<file path="src/sesev_regs.svh">
// Register map, field positions, reset values and timing for the SerDes event status bank
`ifndef SESEV_REGS_SVH
`define SESEV_REGS_SVH

// ==========================================================================
// Bus and port geometry
`define SESEV_ADDR_W         18
`define SESEV_NUM_PORTS      16
`define SESEV_FLAG_W         16
`define SESEV_AN_STATE_W     7

// ==========================================================================
// Register indices (byte address = index * 4)
`define SESEV_PAGE_FIRST     8'h10
`define SESEV_PAGE_LAST      8'h1F
`define SESEV_STATUS2_IDX    8'h2A
`define SESEV_CTRL_IDX       16'h3F00
`define SESEV_PEND_IDX       16'h3F01

// ==========================================================================
// Event flag positions
`define SESEV_B_MODE_TOGGLED   15
`define SESEV_B_CODE_INCOMPAT  14
`define SESEV_B_NEG_ERROR      13
`define SESEV_B_SEL_CONFLICT   12
`define SESEV_B_SYNC_FAIL      11
`define SESEV_B_SYNC_OK        10
`define SESEV_B_RUDI_C         9
`define SESEV_B_RUDI_I         8
`define SESEV_B_RUDI_INVALID   7
`define SESEV_B_LINK_DROPPED   6
`define SESEV_B_IDLE_DETECT    5
`define SESEV_B_COMPLETE_ACK   4
`define SESEV_B_ACK_DETECT     3
`define SESEV_B_ABILITY_DETECT 2
`define SESEV_B_NEG_OFF_LINK   1
`define SESEV_B_NEG_ENABLE     0

// ==========================================================================
// Reset values
`define SESEV_STATUS_RST     16'h0000
`define SESEV_CTRL_RST       16'hFFFF
`define SESEV_DATA_ZERO      32'h0000_0000

// ==========================================================================
// Timing
`define SESEV_CLK_PERIOD_NS  100
`define SESEV_LINK_LOSS_MS   10
`define SESEV_NS_PER_MS      1000000
`define SESEV_LOSS_CNT_W     17

`endif

</file>
<file path="src/sesev_pkg.sv">
// Types shared by the SerDes event status bank
package sesev_pkg;

  // ==========================================================================
  // Auto-negotiation state as reported by the PCS, one-hot
  typedef enum logic [6:0] {
    SESEV_AN_OTHER        = 7'b0000001,
    SESEV_AN_ENABLE       = 7'b0000010,
    SESEV_AN_OFF_LINK_OK  = 7'b0000100,
    SESEV_AN_ABILITY_DET  = 7'b0001000,
    SESEV_AN_ACK_DET      = 7'b0010000,
    SESEV_AN_COMPLETE_ACK = 7'b0100000,
    SESEV_AN_IDLE_DET     = 7'b1000000
  } sesev_an_state_t;

  // ==========================================================================
  // Per-port indications from the PCS
  typedef struct packed {
    logic            sgmii_mode;
    logic            code_word_incompatible;
    logic            negotiation_error_seen;
    logic            page_rx_valid;
    logic            page_selector_bit;
    logic            sync_status;
    logic            rudi_c;
    logic            rudi_i;
    logic            rudi_invalid;
    logic            link_up;
    sesev_an_state_t an_state;
  } sesev_pcs_in_t;

  // ==========================================================================
  // Bus answer FSM
  typedef enum logic [1:0] {
    SESEV_BUS_IDLE = 2'b01,
    SESEV_BUS_DONE = 2'b10
  } sesev_bus_state_t;

endpackage

</file>
<file path="src/sesev_flag_reg.sv">
// Sticky clear-on-read flag register; a set in the clearing cycle survives
`timescale 1ns/1ps
`include "sesev_regs.svh"

module sesev_flag_reg
  import sesev_pkg::*;
(
  input  wire logic                      clk_sys,
  input  wire logic                      resetn,
  input  wire logic [`SESEV_FLAG_W-1:0]  set_vec,
  input  wire logic                      clear,
  output logic [`SESEV_FLAG_W-1:0]       flags_q
);

  logic [`SESEV_FLAG_W-1:0] flags_d;

  // ==========================================================================
  // Set wins over clear
  always_comb begin
    flags_d = (clear ? `SESEV_STATUS_RST : flags_q) | set_vec;
  end

  always_ff @(posedge clk_sys) begin
    if (!resetn) begin
      flags_q <= `SESEV_STATUS_RST;
    end else begin
      flags_q <= flags_d;
    end
  end

endmodule

</file>
<file path="src/sesev_port_detect.sv">
// Per-port event detector: edges, state entries and sync-loss timer
`timescale 1ns/1ps
`include "sesev_regs.svh"

module sesev_port_detect
  import sesev_pkg::*;
#(
  parameter int LOSS_CYCLES = 100000
) (
  input  wire logic                      clk_sys,
  input  wire logic                      resetn,
  input  wire sesev_pcs_in_t             pcs_in,
  output logic [`SESEV_FLAG_W-1:0]       events
);

  logic                          primed_q;
  logic                          mode_prev_q;
  logic                          sync_prev_q;
  logic [`SESEV_AN_STATE_W-1:0]  an_prev_q;
  logic [`SESEV_LOSS_CNT_W-1:0]  loss_cnt_q;
  logic                          loss_armed_q;
  logic                          loss_hit;
  logic [`SESEV_AN_STATE_W-1:0]  an_entry;

  // ==========================================================================
  // History; edges are ignored until one sample has been taken
  always_ff @(posedge clk_sys) begin
    if (!resetn) begin
      primed_q    <= 1'b0;
      mode_prev_q <= 1'b0;
      sync_prev_q <= 1'b0;
      an_prev_q   <= SESEV_AN_OTHER;
    end else begin
      primed_q    <= 1'b1;
      mode_prev_q <= pcs_in.sgmii_mode;
      sync_prev_q <= pcs_in.sync_status;
      an_prev_q   <= pcs_in.an_state;
    end
  end

  // ==========================================================================
  // Sync-loss timer; fires once per loss while the link is up
  assign loss_hit = loss_armed_q && pcs_in.link_up &&
                    (loss_cnt_q == LOSS_CYCLES[`SESEV_LOSS_CNT_W-1:0]);

  always_ff @(posedge clk_sys) begin
    if (!resetn) begin
      loss_cnt_q   <= '0;
      loss_armed_q <= 1'b1;
    end else if (pcs_in.sync_status) begin
      loss_cnt_q   <= '0;
      loss_armed_q <= 1'b1;
    end else begin
      if (loss_cnt_q != LOSS_CYCLES[`SESEV_LOSS_CNT_W-1:0]) begin
        loss_cnt_q <= loss_cnt_q + 1'b1;
      end
      if (loss_hit) begin
        loss_armed_q <= 1'b0;
      end
    end
  end

  assign an_entry = primed_q ? (pcs_in.an_state & ~an_prev_q) : '0;

  // ==========================================================================
  // Event vector, one pulse per occurrence
  always_comb begin
    events = '0;
    events[`SESEV_B_MODE_TOGGLED]   = primed_q && (pcs_in.sgmii_mode != mode_prev_q);
    events[`SESEV_B_CODE_INCOMPAT]  = pcs_in.code_word_incompatible;
    events[`SESEV_B_NEG_ERROR]      = pcs_in.negotiation_error_seen;
    events[`SESEV_B_SEL_CONFLICT]   = pcs_in.sgmii_mode && pcs_in.page_rx_valid &&
                                      !pcs_in.page_selector_bit;
    events[`SESEV_B_SYNC_FAIL]      = primed_q && sync_prev_q && !pcs_in.sync_status;
    events[`SESEV_B_SYNC_OK]        = primed_q && !sync_prev_q && pcs_in.sync_status;
    events[`SESEV_B_RUDI_C]         = pcs_in.rudi_c;
    events[`SESEV_B_RUDI_I]         = pcs_in.rudi_i;
    events[`SESEV_B_RUDI_INVALID]   = pcs_in.rudi_invalid;
    events[`SESEV_B_LINK_DROPPED]   = loss_hit;
    events[`SESEV_B_IDLE_DETECT]    = an_entry[6];
    events[`SESEV_B_COMPLETE_ACK]   = an_entry[5];
    events[`SESEV_B_ACK_DETECT]     = an_entry[4];
    events[`SESEV_B_ABILITY_DETECT] = an_entry[3];
    events[`SESEV_B_NEG_OFF_LINK]   = an_entry[2];
    events[`SESEV_B_NEG_ENABLE]     = an_entry[1];
  end

endmodule

</file>
<file path="src/sesev_status_bank.sv">
// APB register bank of per-port SerDes event status flags
//
// The APB interface to the registers was chosen for this implementation.
`timescale 1ns/1ps
`include "sesev_regs.svh"

// Summary of operation
// - One 16-bit event register per port, pages 10h-1Fh, offset 2Ah.
// - Bit 15 latches when the port changes between SGMII and SerDes.
// - Bit 14 latches on incompatible local and remote link code words.
// - Bit 13 latches on an auto-negotiation error.
// - Bit 12 latches when in SGMII mode a received page has selector 0.
// - Bit 11 latches when synchronization is lost.
// - Bit 10 latches when synchronization is achieved.
// - Bit 9 latches on a configuration indication from receive.
// - Bit 8 latches on an idle indication from receive.
// - Bit 7 latches on an invalid indication from receive.
// - Bit 6 latches when a link drops after sync loss over 10 ms.
// - Bit 5 latches on entry to the idle-detect negotiation state.
// - Bit 4 latches on entry to the complete-acknowledge state.
// - Bit 3 latches on entry to the acknowledge-detect state.
// - Bit 2 latches on entry to the ability-detect state.
// - Bit 1 latches on entry to link-up with negotiation disabled.
// - Bit 0 latches on entry to the negotiation-enable state.
module sesev_status_bank
  import sesev_pkg::*;
#(
  parameter int LOSS_CYCLES =
    (`SESEV_LINK_LOSS_MS * `SESEV_NS_PER_MS) / `SESEV_CLK_PERIOD_NS
) (
  input  wire logic                        clk_sys,
  input  wire logic                        resetn,
  input  wire logic                        psel,
  input  wire logic                        penable,
  input  wire logic                        pwrite,
  input  wire logic [`SESEV_ADDR_W-1:0]    paddr,
  input  wire logic [31:0]                 pwdata,
  input  wire logic [3:0]                  pstrb,
  output logic [31:0]                      prdata,
  output logic                             pready,
  output logic                             pslverr,
  input  wire sesev_pcs_in_t [`SESEV_NUM_PORTS-1:0] pcs_in,
  output logic [`SESEV_NUM_PORTS-1:0]      event_pending
);

  // ==========================================================================
  // Declarations
  sesev_bus_state_t                   bus_state_q;
  logic [31:0]                        prdata_q;
  logic                               pready_q;
  logic                               pslverr_q;
  logic [`SESEV_NUM_PORTS-1:0]        event_pending_q;
  logic [`SESEV_FLAG_W-1:0]           capture_en_q;

  logic [15:0]                        reg_idx;
  logic [7:0]                         reg_page;
  logic [7:0]                         reg_off;
  logic [3:0]                         port_sel;
  logic                               aligned;
  logic                               hit_status;
  logic                               hit_ctrl;
  logic                               hit_pend;
  logic                               hit_any;
  logic                               access;
  logic                               rd_take;
  logic                               wr_take;
  logic [31:0]                        rd_data;
  logic [`SESEV_NUM_PORTS-1:0]        clear_vec;
  logic [`SESEV_NUM_PORTS-1:0]        pend_vec;
  logic [`SESEV_FLAG_W-1:0]           port_events [`SESEV_NUM_PORTS];
  logic [`SESEV_FLAG_W-1:0]           port_flags  [`SESEV_NUM_PORTS];

  // ==========================================================================
  // Address decode; printed offsets are word indices
  assign reg_idx  = paddr[`SESEV_ADDR_W-1:2];
  assign reg_page = reg_idx[15:8];
  assign reg_off  = reg_idx[7:0];
  assign port_sel = reg_page[3:0];
  assign aligned  = (paddr[1:0] == 2'h0);

  assign hit_status = aligned &&
                      (reg_page >= `SESEV_PAGE_FIRST) &&
                      (reg_page <= `SESEV_PAGE_LAST) &&
                      (reg_off == `SESEV_STATUS2_IDX);
  assign hit_ctrl   = aligned && (reg_idx == `SESEV_CTRL_IDX);
  assign hit_pend   = aligned && (reg_idx == `SESEV_PEND_IDX);
  assign hit_any    = hit_status || hit_ctrl || hit_pend;

  // One answer per access phase; the FSM blocks a second take
  assign access  = psel && penable && (bus_state_q == SESEV_BUS_IDLE);
  assign rd_take = access && !pwrite;
  assign wr_take = access && pwrite;

  // ==========================================================================
  // Per-port detection and flag storage
  genvar gp;
  generate
    for (gp = 0; gp < `SESEV_NUM_PORTS; gp++) begin : g_port
      logic [`SESEV_FLAG_W-1:0] gated;

      sesev_port_detect #(
        .LOSS_CYCLES (LOSS_CYCLES)
      ) u_detect (
        .clk_sys (clk_sys),
        .resetn  (resetn),
        .pcs_in  (pcs_in[gp]),
        .events  (port_events[gp])
      );

      // Masked events are dropped, not deferred
      assign gated = port_events[gp] & capture_en_q;

      sesev_flag_reg u_flags (
        .clk_sys (clk_sys),
        .resetn  (resetn),
        .set_vec (gated),
        .clear   (clear_vec[gp]),
        .flags_q (port_flags[gp])
      );

      // Clear at the edge the read data is captured
      assign clear_vec[gp] = rd_take && hit_status &&
                             (port_sel == 4'(gp));
      assign pend_vec[gp]  = |port_flags[gp];
    end
  endgenerate

  // ==========================================================================
  // Read data mux
  always_comb begin
    rd_data = `SESEV_DATA_ZERO;
    if (hit_status) begin
      rd_data[`SESEV_FLAG_W-1:0] = port_flags[port_sel];
    end else if (hit_ctrl) begin
      rd_data[`SESEV_FLAG_W-1:0] = capture_en_q;
    end else if (hit_pend) begin
      rd_data[`SESEV_NUM_PORTS-1:0] = pend_vec;
    end
  end

  // ==========================================================================
  // Bus answer FSM: one wait state, pready from a flop
  always_ff @(posedge clk_sys) begin
    if (!resetn) begin
      bus_state_q <= SESEV_BUS_IDLE;
    end else begin
      unique case (bus_state_q)
        SESEV_BUS_IDLE: begin
          if (psel && penable) begin
            bus_state_q <= SESEV_BUS_DONE;
          end
        end
        SESEV_BUS_DONE: begin
          bus_state_q <= SESEV_BUS_IDLE;
        end
        default: begin
          bus_state_q <= SESEV_BUS_IDLE;
        end
      endcase
    end
  end

  always_ff @(posedge clk_sys) begin
    if (!resetn) begin
      pready_q  <= 1'b0;
      pslverr_q <= 1'b0;
    end else begin
      pready_q  <= access;
      pslverr_q <= access && !hit_any;
    end
  end

  // Read data holds until the next read so the bus sees stable data
  always_ff @(posedge clk_sys) begin
    if (!resetn) begin
      prdata_q <= `SESEV_DATA_ZERO;
    end else if (rd_take) begin
      prdata_q <= rd_data;
    end
  end

  // ==========================================================================
  // Capture enable; status itself is read-only and writes to it are ignored
  always_ff @(posedge clk_sys) begin
    if (!resetn) begin
      capture_en_q <= `SESEV_CTRL_RST;
    end else if (wr_take && hit_ctrl) begin
      if (pstrb[0]) begin
        capture_en_q[7:0] <= pwdata[7:0];
      end
      if (pstrb[1]) begin
        capture_en_q[15:8] <= pwdata[15:8];
      end
    end
  end

  // ==========================================================================
  // Port summary output
  always_ff @(posedge clk_sys) begin
    if (!resetn) begin
      event_pending_q <= '0;
    end else begin
      event_pending_q <= pend_vec;
    end
  end

  assign prdata        = prdata_q;
  assign pready        = pready_q;
  assign pslverr       = pslverr_q;
  assign event_pending = event_pending_q;

endmodule

</file>
<file path="config.mk">
export PLATFORM = sky130hd
export DESIGN_NAME = sesev_status_bank
export DESIGN_NICKNAME = d
export VERILOG_FILES = /design/src/sesev_pkg.sv /design/src/sesev_flag_reg.sv /design/src/sesev_port_detect.sv /design/src/sesev_status_bank.sv
export VERILOG_INCLUDE_DIRS = /design/src
export SDC_FILE = /design/constraint.sdc
export NUM_CORES = 1
export LEC_CHECK = 0
export BUFFER_PORTS_ARGS = -buffer_cell sky130_fd_sc_hd__buf_2
export CAP_MARGIN = 15
export CELL_PAD_IN_SITES_DETAIL_PLACEMENT = 2
export CELL_PAD_IN_SITES_GLOBAL_PLACEMENT = 2
export CORE_ASPECT_RATIO = 1.1
export CORE_MARGIN = 2
export CORE_UTILIZATION = 30
export CTS_CLUSTER_DIAMETER = 120
export DETAILED_ROUTE_END_ITERATION = 10
export MAX_ROUTING_LAYER = met4
export PLACE_DENSITY_LB_ADDON = 0.12
export SLEW_MARGIN = 15
export SYNTH_ARGS = -nofsm -noshare
export SYNTH_HDL_FRONTEND = slang
export SYNTH_SLANG_ARGS = --single-unit
</file>
<file path="constraint.sdc">
create_clock -name clk_sys -period 4.5 [get_ports clk_sys]
set_input_delay 0.675 -clock clk_sys [delete_from_list [all_inputs] [get_ports clk_sys]]
set_output_delay 0.675 -clock clk_sys [all_outputs]
set_load 0.02 [all_outputs]
</file>
# After elaboration in Yosys (flattened, before gate mapping)
# Cells that the tools add are included.
[classes]
addsub = 16
multipliers = 0
n_div = 0
magnitude_cmp = 3
n_eq_ne = 67
shift = 0
muxes = 39
n_bitwise = 66
n_reduce_logical = 261
[ops]
columns = ["op", "n"]
rows = [
  ["$mux 16", 21],
  ["$add 17x1->17 const B", 16],
  ["$eq 17x17->1 const B", 16],
  ["$ne 17x17->1 const B", 16],
  ["$and 16x16->16", 16],
  ["$or 16x16->16", 16],
  ["$reduce_or 16->1", 16],
  ["$logic_and 1x1->1", 172],
  ["$and 7x7->7", 16],
  ["$mux 7", 16],
  ["$not 7->7", 16],
  ["$bmux 16 s4", 1],
  ["$logic_not 1->1", 50],
  ["$eq 16x14->1 const B", 2],
  ["$eq 4x4->1 const B", 8],
  ["$reduce_or 2->1", 16],
  ["$eq 4x3->1 const B", 4],
  ["$ne 1x1->1", 16],
  ["$eq 4x2->1 const B", 2],
  ["$eq 8x6->1 const B", 1],
  ["$ge 8x5->1 const B", 1],
  ["$le 8x5->1 const B", 1],
  ["$reduce_and 2->1", 3],
  ["$ge 5x5->1 const B", 1],
  ["8 further kinds", 9],
]
[totals]
ff_bits = 741
latchBits = 0
mem_bits_rw = 0
romBits = 0
inputBits = 331
out_inout_bits = 50
elab_cells = 556
n_memories = 0

# Depth between registers and ports, before layout
# Gate-level depths: netlist of the first run.
[logic_depth]
depth_word = 8
ltp_mapped = 8
mapped_depth_nobuf = 6

# Modules after synthesis
# A second synthesis of the first run with hierarchy kept.
[unflattened]
hier_cells = 3876
hier_area_um2 = 36084.6
[modules_own_cells]
columns = ["mod", "n_inst", "cells_per_inst", "area_each_um2", "seq_area_each_um2"]
rows = [
  ["sesev_port_detect", 16, 144, 1291.2, 540.5],
  ["sesev_flag_reg", 16, 51, 565.5, 320.3],
  ["sesev_status_bank", 1, 756, 6376.1, 1041.0],
]

# Least setup slack after synthesis of the first run
# No wires, ideal clock.
[synth_path]
path_type = "input port to flip-flop"
start = "input port paddr[2]"
end = "register g_port[12].u_flags.flags_q[11]"
setup_ns = 0.148
arrival_ns = 2.176
required_ns = 4.352
setup_slack_ns = 2.176
stages = 6
path_buffers = 2
cell_sequence = "buf_4 and4b_1 nand3b_2 buf_6 o41ai_4 o32ai_1"
[synth_between]
elab_chain_len = 6
[synth_rtl]
columns = ["element", "line_no", "rtl"]
rows = [
  ["from (decl)", "sesev_status_bank.sv:36", "input wire logic [`SESEV_ADDR_W-1:0] paddr,"],
  ["$eq 8x6->1 (no source line)", "n/a", ""],
  ["$logic_and 1x1->1", "sesev_status_bank.sv:81", "assign hit_status = aligned &&"],
  ["$logic_and 1x1->1 (2 in a row)", "sesev_status_bank.sv:122", "assign clear_vec[gp] = rd_take && hit_status &&"],
  ["$mux 16", "sesev_flag_reg.sv:20", "flags_d = (clear ? `SESEV_STATUS_RST : flags_q) | set_vec;"],
  ["$or 16x16->16", "sesev_flag_reg.sv:20", ""],
  ["to (signal assigned)", "sesev_flag_reg.sv:25", "flags_q <= `SESEV_STATUS_RST;"],
  ["to (signal assigned)", "sesev_flag_reg.sv:27", "flags_q <= flags_d;"],
  ["to (decl)", "sesev_flag_reg.sv:12", "output logic [`SESEV_FLAG_W-1:0] flags_q"],
]
# Every way passes these cells.
# A chain may end at the register's enable or synchronous reset.

# Worst setup path after layout of the first run
[layout_path]
start = "register bus_state_q[1]"
end = "register g_port[1].u_flags.flags_q[15]"
[layout_between]
elab_chain_len = 7
[layout_rtl]
columns = ["element", "line_no", "rtl"]
rows = [
  ["from (decl)", "sesev_status_bank.sv:48", "sesev_bus_state_t bus_state_q;"],
  ["from (signal assigned)", "sesev_status_bank.sv:145", "bus_state_q <= SESEV_BUS_IDLE;"],
  ["from (signal assigned)", "sesev_status_bank.sv:150", "bus_state_q <= SESEV_BUS_DONE;"],
  ["from (signal assigned)", "sesev_status_bank.sv:154", "bus_state_q <= SESEV_BUS_IDLE;"],
  ["$eq 2x1->1", "sesev_status_bank.sv:90", "assign access = psel && penable && (bus_state_q == SESEV_BUS_IDLE);"],
  ["$logic_and 1x1->1", "sesev_status_bank.sv:90", ""],
  ["$logic_and 1x1->1", "sesev_status_bank.sv:91", "assign rd_take = access && !pwrite;"],
  ["$logic_and 1x1->1 (2 in a row)", "sesev_status_bank.sv:122", ""],
  ["$mux 16", "sesev_flag_reg.sv:20", ""],
  ["$or 16x16->16", "sesev_flag_reg.sv:20", ""],
  ["to (signal assigned)", "sesev_flag_reg.sv:25", ""],
  ["to (signal assigned)", "sesev_flag_reg.sv:27", ""],
  ["to (decl)", "sesev_flag_reg.sv:12", ""],
]
# Every way passes these cells.

==> results.toml, run 1 <==
[pwr]
p_clk_share_pct = 47.2
p_int_mw = 11.5
power_density_nw_per_um2 = 408
p_leak_nw = 13.6
comb_power_share_pct = 7.9
switching_share_pct = 25.3
sequentialPowerShare_pct = 44.9
peakVddDrop_mv = 0.260
p_switching_mw = 3.90

[grt]
antenna_found_initial = 20
grt_pass1_vias = 28600
grt_pass1_wl_um = 192000
grt_max_degree = 92
overflow = 0
grt_usage_pct = 23.9

[sta]
drv_slew = 0
min_period_ns = 2.90
hold_viol_final = 0
min_period_over_period_pct = 64.5
skew_ns = 0.0196
worstMarginPinSlew_ns = 1.22
max_slew_margin_pct = 17.8
setup_ws_ns = 1.60
setup_viol = 0
fin_tns_setup_ns = 0
rsz0062_at_grt = "false"
fmax_ghz = 0.344

[setup_path]
cp-start-kind = "flip-flop"
ff2ff_setup_slack_ns = 1.60
cp-end-kind = "flip-flop"
arrival_ns = 3.38
crit_required_ns = 4.98
path_max_fanout = 20
worst-setup-path-type = "flip-flop to flip-flop"
rr_worst_depth = 5
timing.rr.end = "g_port[1].u_flags.flags_q[15]$_SDFF_PN0_"
timing.rr.start = "bus_state_q[1]$_SDFFE_PN0P_"

[yosys]
ys_ff_latch = 725
synth_area_per_cell_um2 = 9.25
async_flop_share_pct = 0
ys_types = 70
syn_inst = 3436
synth_edf_count = 0
synth_flop_cell = "dfxtp_1"
yosys_warnings = 0
ys_seq_area_share_pct = 45.7
syn_area_um2 = 31800

[drt]
drt_iter0_drc = 1531
drc = 0
dr.pass1.iters = 5
wl_per_cell_um = 24.8
via_count = 27900
via_per_inst = 5.39
ant_nets = 0
wirelength_um = 129000

[clocking]
cts_root_buf = "clkbuf_16"
clk-insertion-delay-late_ns = 0.66
post-cts-setup-buffer-count = 0
clock_sinks = 725
post_cts_resized = 0
cts_made_buffers = 86
cts_max_level = 3
clk_pin_slew_ns = 0.06
cts_tree = "done"
cts_hold_buf = 0
cts_buffer_depth = 3

[die]
rows = 125
dieArea_um2 = 109000
die_w_um = 314
coreArea_um2 = 105000
ios = 381
initial_core_util_pct = 30.2
die_h_um = 345

[worst_hold_path]
min-delay-start = "pcs_in[256]"
holdPathStages = 2
whs_endpoint = "g_port[15].u_detect.an_prev_q[1]$_SDFF_PN0_"
hp-class = "primary input to flip-flop"

[layout]
final_core_util_pct = 35.8
drive_gt1_share_pct = 16.9
layout.nets = 4073
area_growth_syn_to_layout_pct = 18.7

[place]
port_buffers = 330
dp_hpwl_um = 95000
gp_congestion = 0.834
dp_slack_ns = 1.13

[status]
status = "completed"

[run]
drv_cap = 0
-- placed cells by master, fill, tap and decap left out, types with 23 or more instances in the layout --
cell	synthesis	layout
nand3_1	241	241
buf_4	18	55
and3_1	27	27
mux4_2	64	64
nand2_1	199	199
xor2_1	81	81
nor2_1	190	190
a21oi_1	155	154
nand4b_1	33	33
or4_1	24	24
clkbuf_8	0	23
or3_1	63	63
xnor2_1	96	96
inv_1	227	227
mux2i_1	26	26
nor4_1	129	129
ha_1	32	32
o22ai_1	111	111
a22o_1	32	32
o41ai_1	67	67
o21ai_0	129	129
buf_2	26	328
clkbuf_16	0	88
dfxtp_1	725	724
and2_1	158	158
nand2b_1	40	40
nor3_1	29	29
nand4_1	90	90
-- power by group through the flow --
stage | registers [mW] | clock network (mW) | logic (mW)
floorplan | 6.94 | 0 | 0.692
global placement | 7.04 | 0 | 1.19
detailed placement | 7.05 | 0 | 1.22
CTS | 6.91 | 7.47 | 1.23
global route | 6.94 | 7.76 | 1.32
finish | 6.91 | 7.27 | 1.22
-- stage by stage --
stage               instances  cell area (um^2)  total power, mW  hold WS (ns)
global placement         5019             34800             8.24         0.386
floorplan                3451             31800             7.63         0.382
finish                   5185             37700             15.4         0.245
global route             5180             37700             16.0         0.234
detailed placement       5019             34800             8.26         0.394
CTS                      5173             37700             15.6         0.201
-- registers in the layout, summed over array words and instances, names as in the netlist, 2 cells and up --
name                          flops
g_port.u_detect.loss_armed_q     16
bus_state_q                       2
capture_en_q                     16
g_port.u_detect.loss_cnt_q      272
g_port.u_detect.mode_prev_q      16
g_port.u_flags.flags_q          256
g_port.u_detect.an_prev_q        96
event_pending                    16
g_port.u_detect.sync_prev_q      16
prdata                           16
-- logic make-up after synthesis --
group,Yosys count,synth area share [%]
compound gates,629,13.5
xor+xnor,177,4.88
fa+ha+maj,32,1.26
buf+inv,443,5.59
flops,725,45.7
mux,91,5.39
other cells,1,0.0118
simple gates,1338,23.7
-- how the worst max path moves through the flow --
stage | cells after the start | from | end | slack (ns)
final | 5 | bus_state_q[1]$_SDFFE_PN0P_ | g_port[1].u_flags.flags_q[15]$_SDFF_PN0_ | 1.60
after global routing | 4 | bus_state_q[1]$_SDFFE_PN0P_ | g_port[0].u_flags.flags_q[11]$_SDFF_PN0_ | 1.41
after CTS | 4 | bus_state_q[1]$_SDFFE_PN0P_ | g_port[12].u_flags.flags_q[11]$_SDFF_PN0_ | 1.59
after detailed placement | 6 | paddr[3] | prdata[13]$_SDFFE_PN0P_ | 1.13
after global placement | 6 | psel | g_port[1].u_flags.flags_q[11]$_SDFF_PN0_ | 1.18
after floorplan | 6 | paddr[2] | g_port[12].u_flags.flags_q[11]$_SDFF_PN0_ | 2.18
-- critical path, stage by stage, from the launching register on --
cell	delay, ns
dfxtp_1	0.29
and4b_1	0.53
nand4_4	0.59
o41ai_4	0.93
buf_4	0.30
o22ai_1	0.09
-- area by class of cell --
| cell class | count | area, um^2 |
|---|---|---|
| Sequential cell | 725 | 14500 |
| Multi-Input combinational cell | 2283 | 15600 |
| Clock inverter | 24 | 322 |
| Timing Repair Buffer | 386 | 2110 |
| Inverter | 228 | 856 |
| Clock buffer | 130 | 2590 |
| Antenna cell | 12 | 30.0 |
| Fill cell | 11800 | 67700 |
| Tap cell | 1397 | 1750 |
-- metal layers --
layer / part of all wire (%) / global-route usage, %
met1: 46 / 31.6
met3: 4.8 / 3.51
met2: 47 / 37.9
met4: 2.6 / 6.68
met5: 0 / -
-- Yosys cell counts, types with 10 or more instances --
cell type  count  area, um^2
a21o_1        12        90.1
a21oi_1      155         776
a22o_1        32         280
a31oi_1       19         119
and2_1       158         988
and3_1        27         169
and4_1        18         158
buf_1         14        52.6
buf_2         26         130
buf_4         18         135
clkbuf_1     155         582
dfxtp_1      725       14500
ha_1          32         400
inv_1        227         852
mux2i_1       26         260
mux4_2        64        1440
nand2_1      199         747
nand2b_1      40         250
nand3_1      241        1210
nand4_1       90         563
nand4b_1      33         289
nor2_1       190         713
nor3_1        29         145
nor4_1       129         807
nor4bb_1      19         190
o2111ai_1     16         140
o211ai_1      16         120
o21ai_0      129         646
o22ai_1      111         694
o2bb2ai_1     14         123
o31ai_1       15         113
o32ai_1       13         114
o41ai_1       67         587
o41ai_4       10         275
or3_1         63         394
or4_1         24         180
xnor2_1       96         841
xor2_1        81         709
Power figures use the tool's default switching activity.
==> run 2: changes to the inputs <==
==> constraint.sdc (replaced) <==
create_clock -name clk_sys -period 2.4 [get_ports clk_sys]
set_input_delay 0.36 -clock clk_sys [delete_from_list [all_inputs] [get_ports clk_sys]]
set_output_delay 0.36 -clock clk_sys [all_outputs]
set_load 0.02 [all_outputs]
==> run 2 against run 1 <==
Register-to-register slack worse by 1.3 ns. Worst setup slack worse by 1.3 ns. Sequential share of layout area down 2.5 points. Critical path depth unchanged. Utilization up 2.5 points. Clock-buffer cell count down 7. Sequential power up 88%. Cell count up 5.1%. Final area up 7.0%. Via count up 3.4%. Combinational power up 120%.
==> results.toml, run 2 (synthesis gave the netlist of run 1 again) <==
[status]
status = "completed"

[sta]
drv_slew = 0
worstMarginPinSlew_ns = 0.921
fin_tns_setup_ns = 0
setup_viol = 0
skew_ns = 0.0234
min_period_ns = 2.12
hold_viol_final = 0
min_period_over_period_pct = 88.3
max_slew_margin_pct = 38.5
fmax_ghz = 0.472
setup_ws_ns = 0.282
rsz0062_at_grt = "false"

[setup_path]
path_max_fanout = 6
arrival_ns = 2.70
cp-end-kind = "flip-flop"
cp-start-kind = "flip-flop"
worst-setup-path-type = "flip-flop to flip-flop"
crit_required_ns = 2.98

[worst_hold_path]
hp-class = "primary input to flip-flop"

[grt]
grt_max_degree = 75
overflow = 0
antenna_found_initial = 13
grt_pass1_vias = 30700
grt_pass1_wl_um = 198000
grt_usage_pct = 24.6

[clocking]
cts_buffer_depth = 3
cts_made_buffers = 87
cts_root_buf = "clkbuf_16"
cts_max_level = 3
cts_tree = "done"
clk-insertion-delay-late_ns = 0.65
clk_pin_slew_ns = 0.06
clock_sinks = 725

[place]
gp_congestion = 0.864
place_area_um2 = 35800
place_inst = 5123
dp_hpwl_um = 97800
port_buffers = 330
dp_slack_ns = 0.0456

[die]
ios = 381
die_w_um = 314
dieArea_um2 = 109000
coreArea_um2 = 105000
die_h_um = 345
initial_core_util_pct = 30.2
rows = 125

[layout]
final_core_util_pct = 38.3
fin_area_um2 = 40400
nFillCells = 11700
area_growth_syn_to_layout_pct = 27.1
final_common_cell = "dfxtp_1"
largest_register_ffs = 272
regMostFlops = "g_port.u_detect.loss_cnt_q"
fin_cells = 5447
layout.nets = 4343
final_cell_mix = "dfxtp_1, buf_2, nand3_1"
largestRegisters = "g_port.u_detect.loss_cnt_q: 272 flops, g_port.u_flags.flags_q: 256 flops, g_port.u_detect.an_prev_q: 96 flops"
drive_gt1_share_pct = 18.3

[drt]
wirelength_um = 132000
drt_iter0_drc = 1839
via_count = 28900
wl_per_cell_um = 24.2
dr.pass1.iters = 5
drc = 0
ant_nets = 0
via_per_inst = 5.30

[pwr]
power_density_nw_per_um2 = 731
p_leak_nw = 14.9
peakVddDrop_mv = 0.446

[run]
drv_cap = 0
run 2: cell count changes in the layout (fill, tap and decap cells not counted), sizes merged, moves of 3 or more:
cell	change
dlygate4sd3	+165
bufinv	+3
buf	+104
clkbuf	-7
clkinv	+3
diode	-4
run 2: critical path, stage by stage (launching register included):
cell and delay [ns]:
dfxtp_1 0.45, ha_1 0.28, inv_1 0.11, or4_1 0.66, or3_1 0.40, a21oi_1 0.16
run 2: layout make-up:
class | count | area [um^2] | share of cell area, %
Antenna cell | 8 | 20.0 | 0.0496
Clock buffer | 123 | 2540 | 6.29
Clock inverter | 28 | 409 | 1.01
Inverter | 228 | 856 | 2.12
Multi-Input combinational cell | 2283 | 15600 | 38.5
Sequential cell | 725 | 14500 | 36.0
Tap cell | 1397 | 1750 | 4.33
Timing Repair Buffer | 655 | 4730 | 11.7
run 2: final timing paths:
path / start / endpoint / slack [ns] / depth (start not counted)
setup / recovery: g_port[4].u_detect.loss_cnt_q[1]$_SDFFE_PP0P_ / g_port[4].u_detect.loss_cnt_q[14]$_SDFFE_PP0P_ / 0.28 / 5
hold / removal: pcs_in[173] / g_port[10].u_detect.an_prev_q[3]$_SDFF_PN0_ / 0.02 / 2
setup reg to reg: g_port[4].u_detect.loss_cnt_q[1]$_SDFFE_PP0P_ / g_port[4].u_detect.loss_cnt_q[14]$_SDFFE_PP0P_ / 0.28 / 5
hold reg to reg: g_port[6].u_detect.an_prev_q[5]$_SDFF_PN0_ / g_port[6].u_flags.flags_q[4]$_SDFF_PN0_ / 0.39 / 1
run 2: per-layer routing:
metal  up-vias  share of wire (%)  track usage (%)
met1     14500                 45             31.8
li1      13500                  -                -
met5         -                  0                -
met2       629                 47             39.5
met3       158                4.9             3.99
met4         0                2.9             7.47
run 2: per-stage QoR:
step | hold WS [ns] | total power [mW]
after floorplan | 0.382 | 14.3
after global placement | 0.386 | 15.6
after detailed placement | 0.391 | 15.7
after CTS | 0.000552 | 29.9
after global routing | 0.00460 | 30.7
final | 0.0189 | 29.5
run 2: where the power goes:
group	internal (mW)	switching, mW	total (mW)	leakage (nW)
Combinational	1.20	1.49	2.69	7.50
Clock	8.40	5.48	13.9	1.46
Sequential	12.5	0.438	13.0	5.95
run 2: repair_timing:
action                                 CTS  global route
setup buffers                            0             0
gates resized for setup                  0             0
endpoints found under the hold margin  183             0
hold buffers                           165             0
==> run 3: changes to the inputs <==
--- a/config.mk
+++ b/config.mk
@@ -16,7 +16,7 @@
 export CTS_CLUSTER_DIAMETER = 120
 export DETAILED_ROUTE_END_ITERATION = 10
 export MAX_ROUTING_LAYER = met4
-export PLACE_DENSITY_LB_ADDON = 0.12
+export PLACE_DENSITY_LB_ADDON = 0.15
 export SLEW_MARGIN = 15
 export SYNTH_ARGS = -nofsm -noshare
 export SYNTH_HDL_FRONTEND = slang
==> run 3 against run 2 <==
Largest cell class unchanged. Hold slack worse by 0.010 ns. Register-to-register slack better by 0.02 ns. Via count up 0.52%. Largest power group unchanged. Clock skew up 0.00085 ns. Fmax up 0.83%.
==> results.toml, run 3 (synthesis gave the netlist of run 1 again) <==
[drt]
drt_iter0_drc = 1681
dr.pass1.iters = 7
wl_per_cell_um = 24.3
drc = 0
top_layer = "met4"
wl_met1_um = 60300
wirelength_um = 132000
dr_wl_met3_um = 6380
wl_met2_um = 62900
via_count = 29000
ant_nets = 0
via_per_inst = 5.34

[run]
drv_cap = 0

[clocking]
clk_pin_slew_ns = 0.06
post_cts_resized = 0
clock_sinks = 725
cts_max_level = 3
cts_buffer_depth = 3
clk-insertion-delay-late_ns = 0.66
cts_tree = "done"
cts_root_buf = "clkbuf_16"
cts_made_buffers = 85

[place]
dp_hpwl_um = 97800
port_buffers = 330
place_inst = 5114
gp_congestion = 0.859

[layout]
fin_cells = 5438
drive_gt1_share_pct = 18.1
regMostFlops = "g_port.u_detect.loss_cnt_q"
area_growth_syn_to_layout_pct = 26.2
final_common_cell = "dfxtp_1"
nFillCells = 11700
regArea_um2 = 14500
largestRegisters = "g_port.u_detect.loss_cnt_q: 272 flops, g_port.u_flags.flags_q: 256 flops, g_port.u_detect.an_prev_q: 96 flops"
final_core_util_pct = 38.0
layout.nets = 4326
multi_input_area_um2 = 15600
final_cell_mix = "dfxtp_1, buf_2, nand3_1"
largest_register_ffs = 272

[die]
die_w_um = 314
coreArea_um2 = 105000
initial_core_util_pct = 30.2
die_h_um = 345
rows = 125
dieArea_um2 = 109000
ios = 381

[sta]
fmax_ghz = 0.476
fin_tns_setup_ns = 0
rsz0062_at_grt = "false"
skew_ns = 0.0242
drv_slew = 0
min_period_ns = 2.10
worstMarginPinSlew_ns = 1.28
hold_viol_final = 0
max_slew_margin_pct = 14.6
min_period_over_period_pct = 87.5
setup_viol = 0

[grt]
overflow = 0
grt_usage_pct = 24.5
antenna_found_initial = 12
grt_pass1_wl_um = 198000
grt_max_degree = 63
grt_pass1_vias = 30400

[worst_hold_path]
whs_endpoint = "g_port[2].u_detect.an_prev_q[4]$_SDFF_PN0_"
holdPathStages = 2
min-delay-start = "pcs_in[38]"
hp-class = "primary input to flip-flop"

[status]
status = "completed"

[setup_path]
timing.rr.start = "g_port[10].u_detect.loss_cnt_q[0]$_SDFFE_PP0P_"
rr_worst_depth = 5
worst-setup-path-type = "flip-flop to flip-flop"
path_max_fanout = 6
timing.rr.end = "g_port[10].u_detect.loss_cnt_q[16]$_SDFFE_PP0P_"
arrival_ns = 2.70
cp-start-kind = "flip-flop"
cp-end-kind = "flip-flop"
crit_required_ns = 3.00
ff2ff_setup_slack_ns = 0.30

[pwr]
peakVddDrop_mv = 0.432
power_density_nw_per_um2 = 723
total_power_mw = 29.0
p_leak_nw = 14.8
[run 3: area by class of cell]
cell class	instances	area share (%)
inverter	228	2.13
timing repair buffer	640	11.4
clock buffer	124	6.17
clock inverter	31	0.849
antenna	10	0.0624
sequential	725	36.2
multi-input combinational	2283	38.8
tap	1397	4.36
[run 3: how the worst max path moves through the flow]
stage                                                         from                                               to  depth (start not counted)
global placement                                         paddr[13]          g_port[8].u_flags.flags_q[6]$_SDFF_PN0_                          4
floorplan                                                 paddr[2]        g_port[12].u_flags.flags_q[11]$_SDFF_PN0_                          6
detailed placement                                       paddr[13]         g_port[8].u_flags.flags_q[10]$_SDFF_PN0_                          4
global route        g_port[10].u_detect.loss_cnt_q[0]$_SDFFE_PP0P_  g_port[10].u_detect.loss_cnt_q[16]$_SDFFE_PP0P_                          5
CTS                 g_port[0].u_detect.loss_cnt_q[12]$_SDFFE_PP0P_     g_port[0].u_detect.loss_armed_q$_SDFFE_PP1N_                          4
finish              g_port[10].u_detect.loss_cnt_q[0]$_SDFFE_PP0P_  g_port[10].u_detect.loss_cnt_q[16]$_SDFFE_PP0P_                          5
[run 3: per-stage QoR]
step	hold WS, ns	area, um^2	worst slack [ns]
2_1_floorplan	0.382	31800	0.391
3_3_place_gp	0.386	35700	0.0726
3_5_place_dp	0.391	35700	0.0430
4_1_cts	0.000480	40100	0.285
5_1_grt	0.00543	40100	0.177
6_report	0.00863	40100	0.299
[run 3: critical path, stage by stage (launching register included)]
cell,delay [ns]
dfxtp_1,0.39
ha_1,0.25
nand2_1,0.15
or4b_1,0.61
or4_1,0.50
a21oi_1,0.14
[run 3: report_power, final]
part           leakage (nW)  internal, mW  total (mW)  switching [mW]
clock                  1.40          7.81        13.4            5.57
combinational          7.42          1.18        2.68            1.50
sequential             5.95          12.5        12.9           0.436
total                  14.8          21.5        29.0            7.50
[run 3: what timing repair did]
action | 4_1_cts | 5_1_grt
hold buffers | 159 | 0
hold endpoints to repair | 172 | 0
setup buffers | 0 | 0
[run 3: routing by layer]
layer / vias to the layer above / GRT usage (%)
met4: 0 / 5.60
met1: 14700 / 32.3
met3: 132 / 3.08
met2: 657 / 40.0
li1: 13500 / -
met5: - / -
